==> config.mk <==
export PLATFORM = sky130hd
export DESIGN_NAME = drive_status_velocity_limit
export DESIGN_NICKNAME = d
export VERILOG_FILES = /design/src/drive_status_pkg.sv /design/src/drive_status_velocity_limit.sv
export VERILOG_INCLUDE_DIRS = /design/src
export SDC_FILE = /design/constraint.sdc
export NUM_CORES = 1
export LEC_CHECK = 0
export ABC_CLOCK_PERIOD_IN_PS = 4150
export BUFFER_PORTS_ARGS = -buffer_cell sky130_fd_sc_hd__buf_2
export CAP_MARGIN = 20
export CORE_UTILIZATION = 40
export DETAILED_ROUTE_END_ITERATION = 12
export GPL_ROUTABILITY_DRIVEN = 0
export GPL_TIMING_DRIVEN = 0
export HOLD_SLACK_MARGIN = 0.12
export PLACE_DENSITY = 0.64
export REMOVE_ABC_BUFFERS = 1
export SLEW_MARGIN = 40
export SYNTH_ARGS = -nofsm -noshare
export SYNTH_HDL_FRONTEND = slang
export SYNTH_SLANG_ARGS = --single-unit
==> constraint.sdc <==
create_clock -name sys_clk_i -period 4.15 [get_ports sys_clk_i]
set_input_delay 1.245 -clock sys_clk_i [delete_from_list [all_inputs] [get_ports sys_clk_i]]
set_output_delay 1.245 -clock sys_clk_i [all_outputs]
set_load 0.01 [all_outputs]
==> src/drive_status_map.svh <==
// object indices, field positions, reset values and encodings of the drive state objects
`ifndef DRIVE_STATUS_MAP_SVH
`define DRIVE_STATUS_MAP_SVH

// object indices and subindices
`define IDX_STATE_WORD     16'h6041
`define IDX_TARGET_SPEED   16'h6042
`define IDX_SPEED_DEMAND   16'h6043
`define IDX_SPEED_ACTUAL   16'h6044
`define IDX_SPEED_LIMITS   16'h6046
`define IDX_SPEED_SOURCE   16'h320a
`define SUB_ZERO           8'h00
`define SUB_FLOOR          8'h01
`define SUB_CEILING        8'h02
`define SUB_SOURCE         8'h03
`define LIMITS_HIGHEST_SUB 32'h0000_0002

// drive state word bit positions
`define SW_READY     0
`define SW_SW_ON     1
`define SW_OP_EN     2
`define SW_FAULT     3
`define SW_VOLT      4
`define SW_QHALT_N   5
`define SW_DISABLED  6
`define SW_WARN      7
`define SW_SYNC      8
`define SW_HOST      9
`define SW_GOAL      10
`define SW_LIMIT     11
`define SW_MODE_LO   12
`define SW_CLOSED    15

// low state patterns, bits 3:0
`define PAT_IDLE       4'h0
`define PAT_READY      4'h1
`define PAT_SW_ON      4'h3
`define PAT_OP_EN      4'h7
`define PAT_FAULT_RX   4'hf
`define PAT_FAULT      4'h8

// reset values and the positive signed speed maximum
`define RST_STATE_WORD   16'h0000
`define RST_TARGET       16'h00c8
`define RST_DEMAND       16'h0000
`define RST_ACTUAL       16'h0000
`define RST_FLOOR        32'h0000_0000
`define RST_CEILING      32'hffff_ffff
`define SPEED_POS_MAX    32'h0000_7fff

`endif

==> src/drive_status_pkg.sv <==
// types shared by the drive state and velocity limit logic
package drive_status_pkg;

   // power state machine condition reported by the control core
   typedef enum logic [2:0] {
      PS_NOT_READY,
      PS_SWITCH_ON_DISABLED,
      PS_READY,
      PS_SWITCHED_ON,
      PS_OP_ENABLED,
      PS_QUICK_HALT,
      PS_FAULT_REACTION,
      PS_FAULT
   } power_state_t;

   // same-clock inputs from the drive core
   typedef struct packed {
      power_state_t pstate;
      logic         voltage_applied;
      logic         warning;
      logic         goal_reached;
      logic [1:0]   mode_specific_bits;
      logic         setup_ok;
      logic         open_loop;
      logic [15:0]  calc_speed;
      logic [15:0]  enc_speed;
   } drive_in_t;

   // object dictionary access request
   typedef struct packed {
      logic        valid;
      logic        write;
      logic [15:0] index;
      logic [7:0]  subindex;
      logic [31:0] wdata;
   } od_req_t;

   // object dictionary answer, one cycle after the request
   typedef struct packed {
      logic        ack;
      logic        err;
      logic [31:0] rdata;
   } od_rsp_t;

   // whole state of the block
   typedef struct packed {
      logic        sync_ff1;
      logic        sync_ff2;
      logic        idx_ff1;
      logic        idx_ff2;
      logic        idx_seen;
      logic        src_encoder;
      logic [15:0] target;
      logic [31:0] floor_lim;
      logic [31:0] ceil_lim;
      logic [15:0] state_word;
      logic [15:0] demand;
      logic [15:0] actual;
      od_rsp_t     rsp;
   } core_state_t;

endpackage

==> src/drive_status_velocity_limit.sv <==
// drive state word builder with velocity-mode target clamp and speed reports
// How it works
// bit 0 set when ready to switch on
// bit 1 set when switched on
// bit 2 set while operation enabled
// fault bit3, voltage bit4, warning bit7, goal bit10
// bit 5 low means quick halt
// bit 6 set when switch-on disabled
// bit 8 follows fieldbus synchronization
// bit 9 always reads one; here it reads zero in reset and until the first clock edge after
// bits 12,13 carry mode specific meaning
// bit 15 needs setup success and index seen
// idle, disabled, ready, switched-on patterns
// enabled, quick halt, fault reaction, fault patterns
// master writes signed target, resets to 00c8
// demand applied reported read-only, signed
// actual speed reported read-only, signed
// open loop picks calculated or encoder speed
// writable unsigned 32-bit floor and ceiling
// below floor use floor, set bit 11
// above ceiling use ceiling, set bit 11
// bit 11 clear when target within limits
// compare magnitude, keep sign on substitution
`timescale 1ns/1ps
`include "drive_status_map.svh"

module drive_status_velocity_limit (
   input  wire logic                      sys_clk_i,
   input  wire logic                      rst_n_i,
   input  wire drive_status_pkg::drive_in_t drv_i,
   input  wire logic                      fieldbus_sync_i,
   input  wire logic                      enc_index_i,
   input  wire drive_status_pkg::od_req_t od_req_i,
   output      drive_status_pkg::od_rsp_t od_rsp_o,
   output      logic [15:0]               state_word_o,
   output      logic [15:0]               speed_demand_o,
   output      logic [15:0]               speed_actual_o
);
   import drive_status_pkg::*;

   core_state_t st_q;
   core_state_t st_d;
   logic [16:0] tgt_ext;
   logic [16:0] tgt_mag;
   logic [31:0] mag32;
   logic        tgt_neg;
   logic        below_floor;
   logic        above_ceil;
   logic [15:0] floor16;
   logic [15:0] ceil16;
   logic [15:0] clamped;
   logic [15:0] sw_next;

   // saturate an unsigned limit into the positive signed 16-bit range
   function automatic logic [15:0] sat16(input logic [31:0] v);
      sat16 = (v > `SPEED_POS_MAX) ? 16'(`SPEED_POS_MAX) : v[15:0];
   endfunction

   ////////////////////////////////////////////////////////////////////////////
   // target clamp, magnitude against unsigned limits
   assign tgt_neg     = st_q.target[15];
   assign tgt_ext     = {st_q.target[15], st_q.target};
   assign tgt_mag     = tgt_neg ? 17'(-tgt_ext) : tgt_ext;
   assign mag32       = {15'h0000, tgt_mag};
   assign below_floor = mag32 < st_q.floor_lim;
   assign above_ceil  = !below_floor && (mag32 > st_q.ceil_lim);
   assign floor16     = sat16(st_q.floor_lim);
   assign ceil16      = sat16(st_q.ceil_lim);

   // floor checked first so a crossed pair of limits still gives one answer
   always_comb begin
      if (below_floor) begin
         clamped = tgt_neg ? 16'(-floor16) : floor16;
      end else if (above_ceil) begin
         clamped = tgt_neg ? 16'(-ceil16) : ceil16;
      end else begin
         clamped = st_q.target;
      end
   end

   ////////////////////////////////////////////////////////////////////////////
   // drive state word from the power state machine
   always_comb begin
      sw_next = 16'h0000;
      case (drv_i.pstate)
         PS_NOT_READY: begin
            sw_next[3:0]       = `PAT_IDLE;
            sw_next[`SW_QHALT_N] = 1'b1;
         end
         PS_SWITCH_ON_DISABLED: begin
            sw_next[3:0]       = `PAT_IDLE;
            sw_next[`SW_DISABLED] = 1'b1;
            sw_next[`SW_QHALT_N] = 1'b1;
         end
         PS_READY: begin
            sw_next[3:0]       = `PAT_READY;
            sw_next[`SW_QHALT_N] = 1'b1;
         end
         PS_SWITCHED_ON: begin
            sw_next[3:0]       = `PAT_SW_ON;
            sw_next[`SW_QHALT_N] = 1'b1;
         end
         PS_OP_ENABLED: begin
            sw_next[3:0]       = `PAT_OP_EN;
            sw_next[`SW_QHALT_N] = 1'b1;
         end
         PS_QUICK_HALT: begin
            sw_next[3:0]       = `PAT_OP_EN;
            sw_next[`SW_QHALT_N] = 1'b0;
         end
         PS_FAULT_REACTION: begin
            sw_next[3:0]       = `PAT_FAULT_RX;
            sw_next[`SW_QHALT_N] = 1'b1;
         end
         default: begin
            sw_next[3:0]       = `PAT_FAULT;
            sw_next[`SW_QHALT_N] = 1'b1;
         end
      endcase
      sw_next[`SW_VOLT]  = drv_i.voltage_applied;
      sw_next[`SW_WARN]  = drv_i.warning;
      sw_next[`SW_SYNC]  = st_q.sync_ff2;
      sw_next[`SW_HOST]  = 1'b1;
      sw_next[`SW_GOAL]  = drv_i.goal_reached;
      sw_next[`SW_LIMIT] = below_floor || above_ceil;
      sw_next[`SW_MODE_LO +: 2] = drv_i.mode_specific_bits;
      sw_next[`SW_CLOSED] = drv_i.setup_ok && st_q.idx_seen;
   end

   ////////////////////////////////////////////////////////////////////////////
   // next state: synchronisers, reports and object access
   always_comb begin
      st_d = st_q;
      // pins cross in on two flops; only the second is looked at
      st_d.sync_ff1 = fieldbus_sync_i;
      st_d.sync_ff2 = st_q.sync_ff1;
      st_d.idx_ff1  = enc_index_i;
      st_d.idx_ff2  = st_q.idx_ff1;
      // index pulse may be one cycle wide, so remember it until reset
      if (st_q.idx_ff2) begin
         st_d.idx_seen = 1'b1;
      end
      st_d.state_word = sw_next;
      st_d.demand     = clamped;
      // encoder only overrides in closed loop or when selected
      if (drv_i.open_loop && !st_q.src_encoder) begin
         st_d.actual = drv_i.calc_speed;
      end else begin
         st_d.actual = drv_i.enc_speed;
      end
      st_d.rsp = '0;
      if (od_req_i.valid) begin
         st_d.rsp.ack = 1'b1;
         if (od_req_i.index == `IDX_STATE_WORD && od_req_i.subindex == `SUB_ZERO) begin
            st_d.rsp.rdata = {16'h0000, st_q.state_word};
            st_d.rsp.err   = od_req_i.write;
         end else if (od_req_i.index == `IDX_TARGET_SPEED && od_req_i.subindex == `SUB_ZERO) begin
            st_d.rsp.rdata = {16'h0000, st_q.target};
            if (od_req_i.write) begin
               st_d.target = od_req_i.wdata[15:0];
            end
         end else if (od_req_i.index == `IDX_SPEED_DEMAND && od_req_i.subindex == `SUB_ZERO) begin
            st_d.rsp.rdata = {16'h0000, st_q.demand};
            st_d.rsp.err   = od_req_i.write;
         end else if (od_req_i.index == `IDX_SPEED_ACTUAL && od_req_i.subindex == `SUB_ZERO) begin
            st_d.rsp.rdata = {16'h0000, st_q.actual};
            st_d.rsp.err   = od_req_i.write;
         end else if (od_req_i.index == `IDX_SPEED_LIMITS && od_req_i.subindex == `SUB_ZERO) begin
            st_d.rsp.rdata = `LIMITS_HIGHEST_SUB;
            st_d.rsp.err   = od_req_i.write;
         end else if (od_req_i.index == `IDX_SPEED_LIMITS && od_req_i.subindex == `SUB_FLOOR) begin
            st_d.rsp.rdata = st_q.floor_lim;
            if (od_req_i.write) begin
               st_d.floor_lim = od_req_i.wdata;
            end
         end else if (od_req_i.index == `IDX_SPEED_LIMITS && od_req_i.subindex == `SUB_CEILING) begin
            st_d.rsp.rdata = st_q.ceil_lim;
            if (od_req_i.write) begin
               st_d.ceil_lim = od_req_i.wdata;
            end
         end else if (od_req_i.index == `IDX_SPEED_SOURCE && od_req_i.subindex == `SUB_SOURCE) begin
            st_d.rsp.rdata = {31'h0000_0000, st_q.src_encoder};
            if (od_req_i.write) begin
               st_d.src_encoder = od_req_i.wdata[0];
            end
         end else begin
            // unknown object: refused, reads zero, nothing changes
            st_d.rsp.err = 1'b1;
         end
      end
   end

   // one register stage holds the whole block
   always_ff @(posedge sys_clk_i or negedge rst_n_i) begin
      if (!rst_n_i) begin
         st_q            <= '0;
         st_q.target     <= `RST_TARGET;
         st_q.floor_lim  <= `RST_FLOOR;
         st_q.ceil_lim   <= `RST_CEILING;
         st_q.state_word <= `RST_STATE_WORD;
         st_q.demand     <= `RST_DEMAND;
         st_q.actual     <= `RST_ACTUAL;
      end else begin
         st_q <= st_d;
      end
   end

   // outputs straight from flops
   assign od_rsp_o       = st_q.rsp;
   assign state_word_o   = st_q.state_word;
   assign speed_demand_o = st_q.demand;
   assign speed_actual_o = st_q.actual;
endmodule // drive_status_velocity_limit

==> flow_summary.json, run 1 <==
{
  "path_clk_slew_ns": 0.07,
  "fin_crit_sh_pct": 96.3,
  "hold_viol_final": 0,
  "drive_above_1_share_pct": 36.5,
  "final_cell_area_um2": 11300,
  "netlist_area_um2": 9910,
  "power_density_nw_per_um2": 306,
  "die_y_um": 159,
  "netlist.area_leader.share_pct": 33.3,
  "finalPower_uw": 3440,
  "synth_edf_count": 0,
  "root_buffer": "clkbuf_16",
  "routedWlPerCell_um": 19.5,
  "worst_hold_slack_ns": 0.352,
  "nFillCells": 2227,
  "grt_max_degree": 77,
  "antenna_found_initial": 3,
  "syn2layout_area_growth_pct": 13.6,
  "critPathKind": "register to register",
  "finalClockSkew_ns": 0.0139,
  "die_w_um": 159,
  "initial_core_util_pct": 40.8,
  "dpl_cell_area_um2": 10500,
  "htree_levels": 4,
  "core_area_um2": 24300,
  "layout_min_cycle_time_ns": 4.00,
  "synth_async_sr_flop_share_pct": 100,
  "drv_slew": 0,
  "drtIter0Drc": 667,
  "cp_max_fo": 6,
  "yosys_warnings": 0,
  "holdPathEnd": "state_word_o[8]",
  "reg2reg_depth": 14,
  "synth-seq-cells": 167,
  "drv_cap": 0,
  "tightestPinTransition_ns": 0.839,
  "grt_pass1_wl_mm": 41.8,
  "setup_tns_ns": 0,
  "cp-end-kind": "register",
  "max_freq_mhz": 250,
  "rrSetupSlack_ns": 0.15,
  "clockBufferDepth": 2,
  "hpwl_mm": 19.4,
  "relSlewSlack_pct": 43.8,
  "grt_pass1_vias": 7485,
  "synth.most_common_cell": "dfrtp_1",
  "die_area_um2": 25400,
  "hold_start": "st_d[74]",
  "via_per_inst": 5.52,
  "numCtsBuffers": 17,
  "seq_area_frac_synth_pct": 42.6,
  "critPathLaunchType": "register",
  "ctsHoldBuffers": 0,
  "num_io_pins": 186,
  "vias": 7508,
  "min_path_type": "register to register",
  "gr-total-overflow": 0,
  "synth_area_leaders": "dfrtp_1, dfstp_2, mux2_4",
  "worstPathRequired_ns": 4.43,
  "grt_usage_pct": 21.1,
  "synth_top_cell_by_area": "dfrtp_1",
  "drtAntennaViolNets": 0,
  "worstReg2RegStart": "st_q[151]",
  "ys.flop_type": "dfrtp_1",
  "avgSynthCellArea_um2": 10.5,
  "postRouteWirelength_mm": 26.5,
  "cts_num_sinks": 167,
  "io_buffers": 184,
  "nets": 1161,
  "detail_route.drc_violations": 0,
  "worstSkewPairLatency_ns": 0.43,
  "r2r_end": "speed_demand_o[13]",
  "drtPass1Iterations": 6,
  "syn_inst": 942,
  "synthTopCellsByCount": "dfrtp_1, buf_4, nor2_1",
  "cts_tree": "yes",
  "status": "finished, final reports clean",
  "synth_cell_types": 64,
  "peakVddDrop_mv": 0.224,
  "finalSetupViolations": 0,
  "cellLeakagePower_uw": 0.00529,
  "rows": 57,
  "cp.arrival_ns": 4.28,
  "min_path_cells": 0
}
-- worst max path at each step --
stage	start	end	slack, ns	cells past startpoint
3_5_place_dp	od_req_i[51]	st_q[154]	-0.41	7
5_1_grt	st_q[151]	speed_demand_o[13]	-0.09	14
6_report	st_q[151]	speed_demand_o[13]	0.15	14
3_3_place_gp	st_q[161]	speed_demand_o[0]	-3.99	10
4_1_cts	st_q[103]	speed_demand_o[12]	0.04	12
2_1_floorplan	st_q[161]	speed_demand_o[0]	-1.73	10
-- per-stage QoR --
stage,util [%],setup slack (ns),instances
5_1_grt,46.3,-0.0871,1359
3_3_place_gp,42.6,-3.99,1314
3_5_place_dp,43.3,-0.408,1322
2_1_floorplan,-,-1.73,806
6_report,46.3,0.152,1360
4_1_cts,45.7,0.0379,1354
-- kinds of logic (layout without fill, tap and decap cells) --
| group | after synthesis | count (layout) | synth area share [%] |
|---|---|---|---|
| xor gates and xnor gates | 17 | 17 | 1.50 |
| DFF | 167 | 167 | 42.6 |
| adders and majority gates | 36 | 36 | 4.54 |
| buffers and inverters | 179 | 269 | 10.6 |
| other | 2 | 6 | 0.0758 |
| AOI/OAI and AO/OA | 211 | 211 | 13.9 |
| and+or+nand+nor | 212 | 212 | 11.4 |
| muxes | 118 | 118 | 15.4 |
-- state kept, by name, summed over array words and instances (netlist names) --
| name | flops |
|---|---|
| od_rsp_o | 34 |
| st_d | 3 |
| speed_actual_o | 16 |
| state_word_o | 15 |
| st_q | 83 |
| speed_demand_o | 16 |
-- repair_timing --
action / 4_1_cts / 5_1_grt
resized for setup: 2 / 14
pin swaps: 0 / 2
buffers inserted: 0 / 4
endpoints found under the setup margin: 11 / 23
-- placed cells by master, fill, tap and decap left out, types with 5 or more instances in the layout --
cell and n:
buf_2 185, dfrtp_1 131, nor2_1 67, mux2_4 60, a21oi_1 44, inv_1 39
o21ai_0 37, nand2_1 36, ha_1 36, dfstp_2 35, a22oi_1 30, mux2i_1 23
mux2_2 18, o21ai_1 17, mux2_1 17, clkbuf_16 17, xnor2_1 15, a22o_1 15
nor3_1 14, o221ai_1 14, nor4_1 13, o22ai_1 12, nand3_1 11, nor2b_1 9
nand4_1 9, nand2b_1 7, a31oi_1 7, o211ai_1 7, inv_6 5, buf_4 5
-- power breakdown --
group | switching (uW) | internal (uW) | leakage (uW)
Combinational | 130 | 94.3 | 0.00292
Sequential | 16.0 | 1650 | 0.00210
Clock | 746 | 804 | 0.000284
-- worst max-delay path: stages (launching register included) --
cell and delay (ns):
dfrtp_1 0.52, nor4_4 0.38, nand2_1 0.24, o41ai_2 0.37, xnor2_1 0.20, ha_1 0.29, nand4_1 0.18, nor4_2 0.09
a22o_1 0.25, o41ai_4 0.49, buf_4 0.24, buf_4 0.15, buf_2 0.17, mux2i_1 0.20, o21ai_1 0.09
-- per-layer routing --
layer	part of all wire [%]	global-route usage (%)	vias to the layer above	routed length, um
met3	6.4	4.56	35	1690
met4	1.8	6.34	4	464
li1	-	-	3483	-
met2	48	35.5	309	12800
met5	0.10	0	-	27
met1	43	27.3	3677	11500
-- layout make-up --
cell class,count,area (um^2),share of cell area (%)
flip-flops and latches,167,4230,37.5
clock inverters,15,161,1.43
multi-input cells,598,4790,42.5
clock buffers,17,425,3.78
inverters,41,154,1.37
repair buffers,196,1100,9.73
diodes,2,5.00,0.0444
well taps,324,405,3.60
Note: power is estimated with default switching activity, not from simulation.
==> run 2: changes to the inputs <==
--- a/config.mk
+++ b/config.mk
@@ -15,7 +15,6 @@
 export GPL_TIMING_DRIVEN = 0
 export HOLD_SLACK_MARGIN = 0.12
 export PLACE_DENSITY = 0.64
-export REMOVE_ABC_BUFFERS = 1
 export SLEW_MARGIN = 40
 export SYNTH_ARGS = -nofsm -noshare
 export SYNTH_HDL_FRONTEND = slang
==> run 2 against run 1 <==
  * Worst setup slack improved by 0.063 ns
  * Final cell count rose by 9.3%
  * Register-to-register slack better by 0.06 ns
  * Largest power group unchanged
  * Maximum frequency grew 1.6%
  * Global-route usage grew 1.1 points
  * Hold slack got worse by 0.014 ns
  * First-iteration DRC count is 5.7% lower
  * Largest cell class unchanged
  * Non-clock buffer count increased by 128
  * Sequential share of layout area fell by 2.3 points
  * Clock skew rose by 0.0035 ns
  * Die area unchanged
  * Power grew 1.2%
==> flow_summary.json, run 2 (synthesis results as in run 1) <==
{
  "grt_pass1_wl_mm": 43.9,
  "core_area_um2": 24300,
  "hold_viol_final": 0,
  "detail_route.drc_violations": 0,
  "die_area_um2": 25400,
  "regMostFlops": "st_q",
  "final_core_util_pct": 49.3,
  "p_int_uw": 2580,
  "cellLeakagePower_uw": 0.00578,
  "pwr-share-clk_pct": 44.8,
  "rows": 57,
  "root_buffer": "clkbuf_16",
  "mostFrequentLayoutCells": "buf_2, dfrtp_1, buf_4",
  "finalSetupViolations": 0,
  "nets": 1289,
  "critPathLaunchType": "register",
  "initial_core_util_pct": 40.8,
  "antennaDiodeCount": 0,
  "rsz0062_at_grt": "false",
  "htree_levels": 4,
  "crit_start": "st_q[161]",
  "syn2layout_area_growth_pct": 21.0,
  "critPathKind": "register to register",
  "antenna_found_initial": 1,
  "hpwl_mm": 21.5,
  "pwr-share-comb_pct": 7.3,
  "drv_slew": 0,
  "vias": 7952,
  "max_freq_mhz": 254,
  "drtAntennaViolNets": 0,
  "final_common_cell": "buf_2",
  "cts_num_sinks": 167,
  "relSlewSlack_pct": 46.7,
  "worstSkewPairLatency_ns": 0.44,
  "worstPathRequired_ns": 4.50,
  "largest_register_ff_count": 83,
  "gr-total-overflow": 0,
  "path_clk_slew_ns": 0.07,
  "power_density_nw_per_um2": 291,
  "die_y_um": 159,
  "nFillCells": 2224,
  "grt_pass1_vias": 7843,
  "switching_share_pct": 25.9,
  "peakVddDrop_mv": 0.246,
  "clockBufferDepth": 2,
  "routedWlPerCell_um": 18.6,
  "worstReg2RegStart": "st_q[161]",
  "sequentialPowerShare_pct": 47.9,
  "grt_max_degree": 77,
  "status": "finished, final reports clean",
  "hold_start": "st_d[74]",
  "finalPower_uw": 3490,
  "cp.arrival_ns": 4.28,
  "cp-end-kind": "register",
  "die_w_um": 159,
  "min_path_type": "register to register",
  "drv_cap": 0,
  "numCtsBuffers": 17,
  "io_buffers": 182,
  "drtPass1Iterations": 5,
  "cts_tree": "yes",
  "drtIter0Drc": 629,
  "finalClockSkew_ns": 0.0175,
  "cp_max_fo": 10,
  "num_io_pins": 186,
  "via_per_inst": 5.35,
  "layout_min_cycle_time_ns": 3.94,
  "fin_crit_sh_pct": 94.8,
  "postRouteWirelength_mm": 27.6,
  "switchingPower_uw": 901,
  "drive_above_1_share_pct": 39.8,
  "grt_usage_pct": 22.2,
  "tightestPinTransition_ns": 0.793
}
run 2: cell count changes in the layout (fill, tap and decap cells not counted), moves of 3 or more:
cell      previous run  this run
clkbuf_1             0        28
inv_6                5         2
buf_6                0         6
buf_4                5        89
buf_2              185       194
run 2: metrics by stage:
stage	setup TNS, ns	hold slack, ns	area, um^2	worst slack, ns	instances
2_1_floorplan	0	0.331	9920	0.798	944
3_5_place_dp	-0.825	0.336	11300	-0.111	1452
5_1_grt	0	0.358	12000	0.0129	1486
6_report	0	0.338	12000	0.214	1486
4_1_cts	0	0.341	11900	0.0260	1484
3_3_place_gp	-88.99	0.331	11200	-0.703	1450
run 2: area by class of cell:
cell class              count  area [um^2]  share of cell area (%)
inverters                  41          158                    1.31
flip-flops and latches    167         4220                    35.2
repair buffers            187          998                    8.32
clock buffers              17          425                    3.55
plain buffers             137          901                    7.51
well taps                 324          405                    3.38
clock inverters            15          180                    1.50
multi-input cells         598         4700                    39.2
run 2: repair_timing:
| action | CTS | global route |
|---|---|---|
| hold buffers | 0 | 0 |
| endpoints found under the setup margin | 12 | 15 |
| gates cloned | 0 | 0 |
| gates resized for setup | 4 | 11 |
| setup buffers | 0 | 3 |
run 2: critical path, stage by stage, from the launching register on:
cell and delay, ns:
dfrtp_1 0.32, clkbuf_1 0.35, clkinvlp_4 0.28, clkbuf_2 0.26, a21oi_1 0.19, xor2_1 0.26
ha_1 0.30, a21o_1 0.18, a21oi_1 0.14, nor2b_1 0.06, o311a_1 0.37, o221ai_1 0.22
buf_2 0.34, buf_2 0.30, o211ai_1 0.16, o21ai_1 0.12
run 2: power by group through the flow:
stage                     clock (uW)  combinational [uW]  sequential [uW]
after floorplan                    0                 115             1690
after global placement             0                 244             1700
after detailed placement           0                 255             1700
after CTS                       1600                 256             1670
after global routing            1670                 278             1670
final                           1560                 253             1670
run 2: per-layer routing:
layer	GRT usage [%]	routed length [um]	share of wire, %	up-vias
li1	-	-	-	3733
met1	30.0	12100	44	3840
met2	36.3	13000	47	326
met3	4.12	1860	6.8	51
met4	6.42	549	2.0	2
met5	0	14	0.051	-
run 2: worst paths after layout:
path | cells past startpoint | slack, ns | endpoint
hold reg to reg | 0 | 0.34 | state_word_o[8]
setup reg to reg | 15 | 0.21 | speed_demand_o[6]
max in group asynchronous | 3 | 2.43 | st_q[97]
min in group asynchronous | 1 | 0.70 | speed_actual_o[6]
setup / recovery | 15 | 0.21 | speed_demand_o[6]
hold / removal | 0 | 0.34 | state_word_o[8]
==> run 3: changes to the inputs <==
--- a/config.mk
+++ b/config.mk
@@ -6,7 +6,7 @@
 export SDC_FILE = /design/constraint.sdc
 export NUM_CORES = 1
 export LEC_CHECK = 0
-export ABC_CLOCK_PERIOD_IN_PS = 4150
+export ABC_CLOCK_PERIOD_IN_PS = 3950
 export BUFFER_PORTS_ARGS = -buffer_cell sky130_fd_sc_hd__buf_2
 export CAP_MARGIN = 20
 export CORE_UTILIZATION = 40
==> constraint.sdc (replaced) <==
create_clock -name sys_clk_i -period 3.95 [get_ports sys_clk_i]
set_input_delay 1.185 -clock sys_clk_i [delete_from_list [all_inputs] [get_ports sys_clk_i]]
set_output_delay 1.185 -clock sys_clk_i [all_outputs]
set_load 0.01 [all_outputs]
==> run 3 against run 2 <==
  * Clock-buffer cell count unchanged
  * Via count decreased by 0.78%
  * Largest power group unchanged
  * Sequential cell count unchanged
  * Critical endpoint unchanged
  * Sequential share of layout area decreased by 0.18 points
  * Final area increased by 0.50%
  * Wire length about the same
  * Critical path depth decreased by 1
==> flow_summary.json, run 3 (synthesis results as in run 1) <==
{
  "min_path_cells": 0,
  "grt_pass1_vias": 7817,
  "antenna_found_initial": 1,
  "min_path_type": "register to register",
  "power_density_nw_per_um2": 304,
  "cp.arrival_ns": 4.11,
  "critPathLaunchType": "register",
  "worstPathCellList": "clkbuf_1, nor2_1, a21oi_1, xor2_1, ha_1, a21o_1, a21oi_1, nor2b_1, o311a_1, o221ai_1, clkbuf_4, buf_2, o211ai_1, o21ai_1",
  "postRouteWirelength_mm": 27.6,
  "holdPathEnd": "state_word_o[8]",
  "cp_top_family": "compound AO/OA/AOI/OAI gates",
  "nets": 1291,
  "mostFrequentLayoutCells": "buf_2, dfrtp_1, buf_4",
  "finalWorstSetupSlack_ns": 0.186,
  "vias": 7890,
  "tightestPinTransition_ns": 0.818,
  "via_per_inst": 5.30,
  "multi_input_area_um2": 4740,
  "largest_register_ff_count": 83,
  "drtIter0Drc": 589,
  "finalSetupViolations": 0,
  "relSlewSlack_pct": 45.0,
  "grt_usage_pct": 22.2,
  "rows": 57,
  "place_inst": 1452,
  "root_buffer": "clkbuf_16",
  "detail_route.drc_violations": 0,
  "cp_num_buf_inv": 3,
  "grt_max_degree": 77,
  "setup_tns_ns": 0,
  "hpwl_mm": 21.5,
  "finalClockSkew_ns": 0.0176,
  "r2r_end": "speed_demand_o[6]",
  "drive_above_1_share_pct": 40.5,
  "cp_slowest_cell": "dfstp_2",
  "die_y_um": 159,
  "crit_start": "st_q[149]",
  "die_w_um": 159,
  "worstPathRequired_ns": 4.30,
  "gr-total-overflow": 0,
  "cp-end-kind": "register",
  "critPathKind": "register to register",
  "fin_crit_sh_pct": 95.3,
  "status": "finished, final reports clean",
  "cts_num_sinks": 167,
  "worstReg2RegStart": "st_q[149]",
  "reg2reg_depth": 14,
  "rrSetupSlack_ns": 0.19,
  "die_area_um2": 25400,
  "peakVddDrop_mv": 0.258,
  "post-place-ws_ns": -0.311,
  "routedWlPerCell_um": 18.5,
  "htree_levels": 4,
  "drv_slew": 0,
  "drtAntennaViolNets": 0,
  "io_buffers": 182,
  "cp_max_fo": 10,
  "antennaDiodeCount": 0,
  "initial_core_util_pct": 40.8,
  "nFillCells": 2215,
  "worstSkewPairLatency_ns": 0.44,
  "max_freq_mhz": 266,
  "regMostFlops": "st_q",
  "numCtsBuffers": 17,
  "drv_cap": 0,
  "final_common_cell": "buf_2",
  "worst_hold_slack_ns": 0.338,
  "num_io_pins": 186,
  "clockBufferDepth": 2,
  "regArea_um2": 4220,
  "stdcell_count": 1488,
  "cp_common_cell": "a21oi_1",
  "layout_min_cycle_time_ns": 3.76,
  "cts_tree": "yes",
  "hold_viol_final": 0,
  "hold_start": "st_d[74]",
  "cellLeakagePower_uw": 0.00581,
  "slowest_delay_ns": 0.52,
  "path_clk_slew_ns": 0.07,
  "core_area_um2": 24300,
  "syn2layout_area_growth_pct": 21.6,
  "drtPass1Iterations": 5,
  "finalPower_uw": 3670,
  "grt_pass1_wl_mm": 43.9
}
## run 3: cell count changes in the layout (fill, tap and decap cells not counted), sizes merged
cell | before | now
buf | 294 | 297
clkbuf | 47 | 46
## run 3: timing repair
action	in CTS	in global routing
setup endpoints to repair	17	14
gates resized for setup	9	15
pin swaps	0	2
hold buffers	0	0
setup buffers	0	6
## run 3: through the flow
stage          util (%)  cell area, um^2
4_1_cts            49.1            12000
3_3_place_gp       46.2            11200
6_report           49.6            12100
2_1_floorplan         -             9920
5_1_grt            49.6            12100
3_5_place_dp       46.5            11300
## run 3: final cells by class
| cell class | count | area share [%] |
|---|---|---|
| clock inverters | 15 | 1.49 |
| clock buffers | 17 | 3.53 |
| multi-input cells | 598 | 39.3 |
| flip-flops and latches | 167 | 35.0 |
| repair buffers | 190 | 8.47 |
| plain buffers | 136 | 7.46 |
| well taps | 324 | 3.36 |
| inverters | 41 | 1.31 |
## run 3: layer usage
metal	global-route usage, %	vias to the layer above	wire length [um]
li1	-	3735	-
met1	30.0	3791	12300
met2	36.3	318	12900
met4	6.42	2	529
met5	0	-	13
met3	4.14	44	1820
## run 3: how the worst max path moves through the flow
stage	to	slack, ns	cells past startpoint
floorplan	speed_demand_o[10]	0.60	14
global placement	st_q[144]	-0.84	1
detailed placement	speed_demand_o[14]	-0.31	14
CTS	speed_demand_o[12]	0.02	14
global route	speed_demand_o[6]	-0.007	14
finish	speed_demand_o[6]	0.19	14
## run 3: power breakdown
part           internal [uW]  switching [uW]  total, uW  leakage [uW]
clock                    854             793       1650      0.000294
sequential              1740            18.8       1760       0.00209
combinational            125             141        266       0.00342
total                   2720             953       3670       0.00581
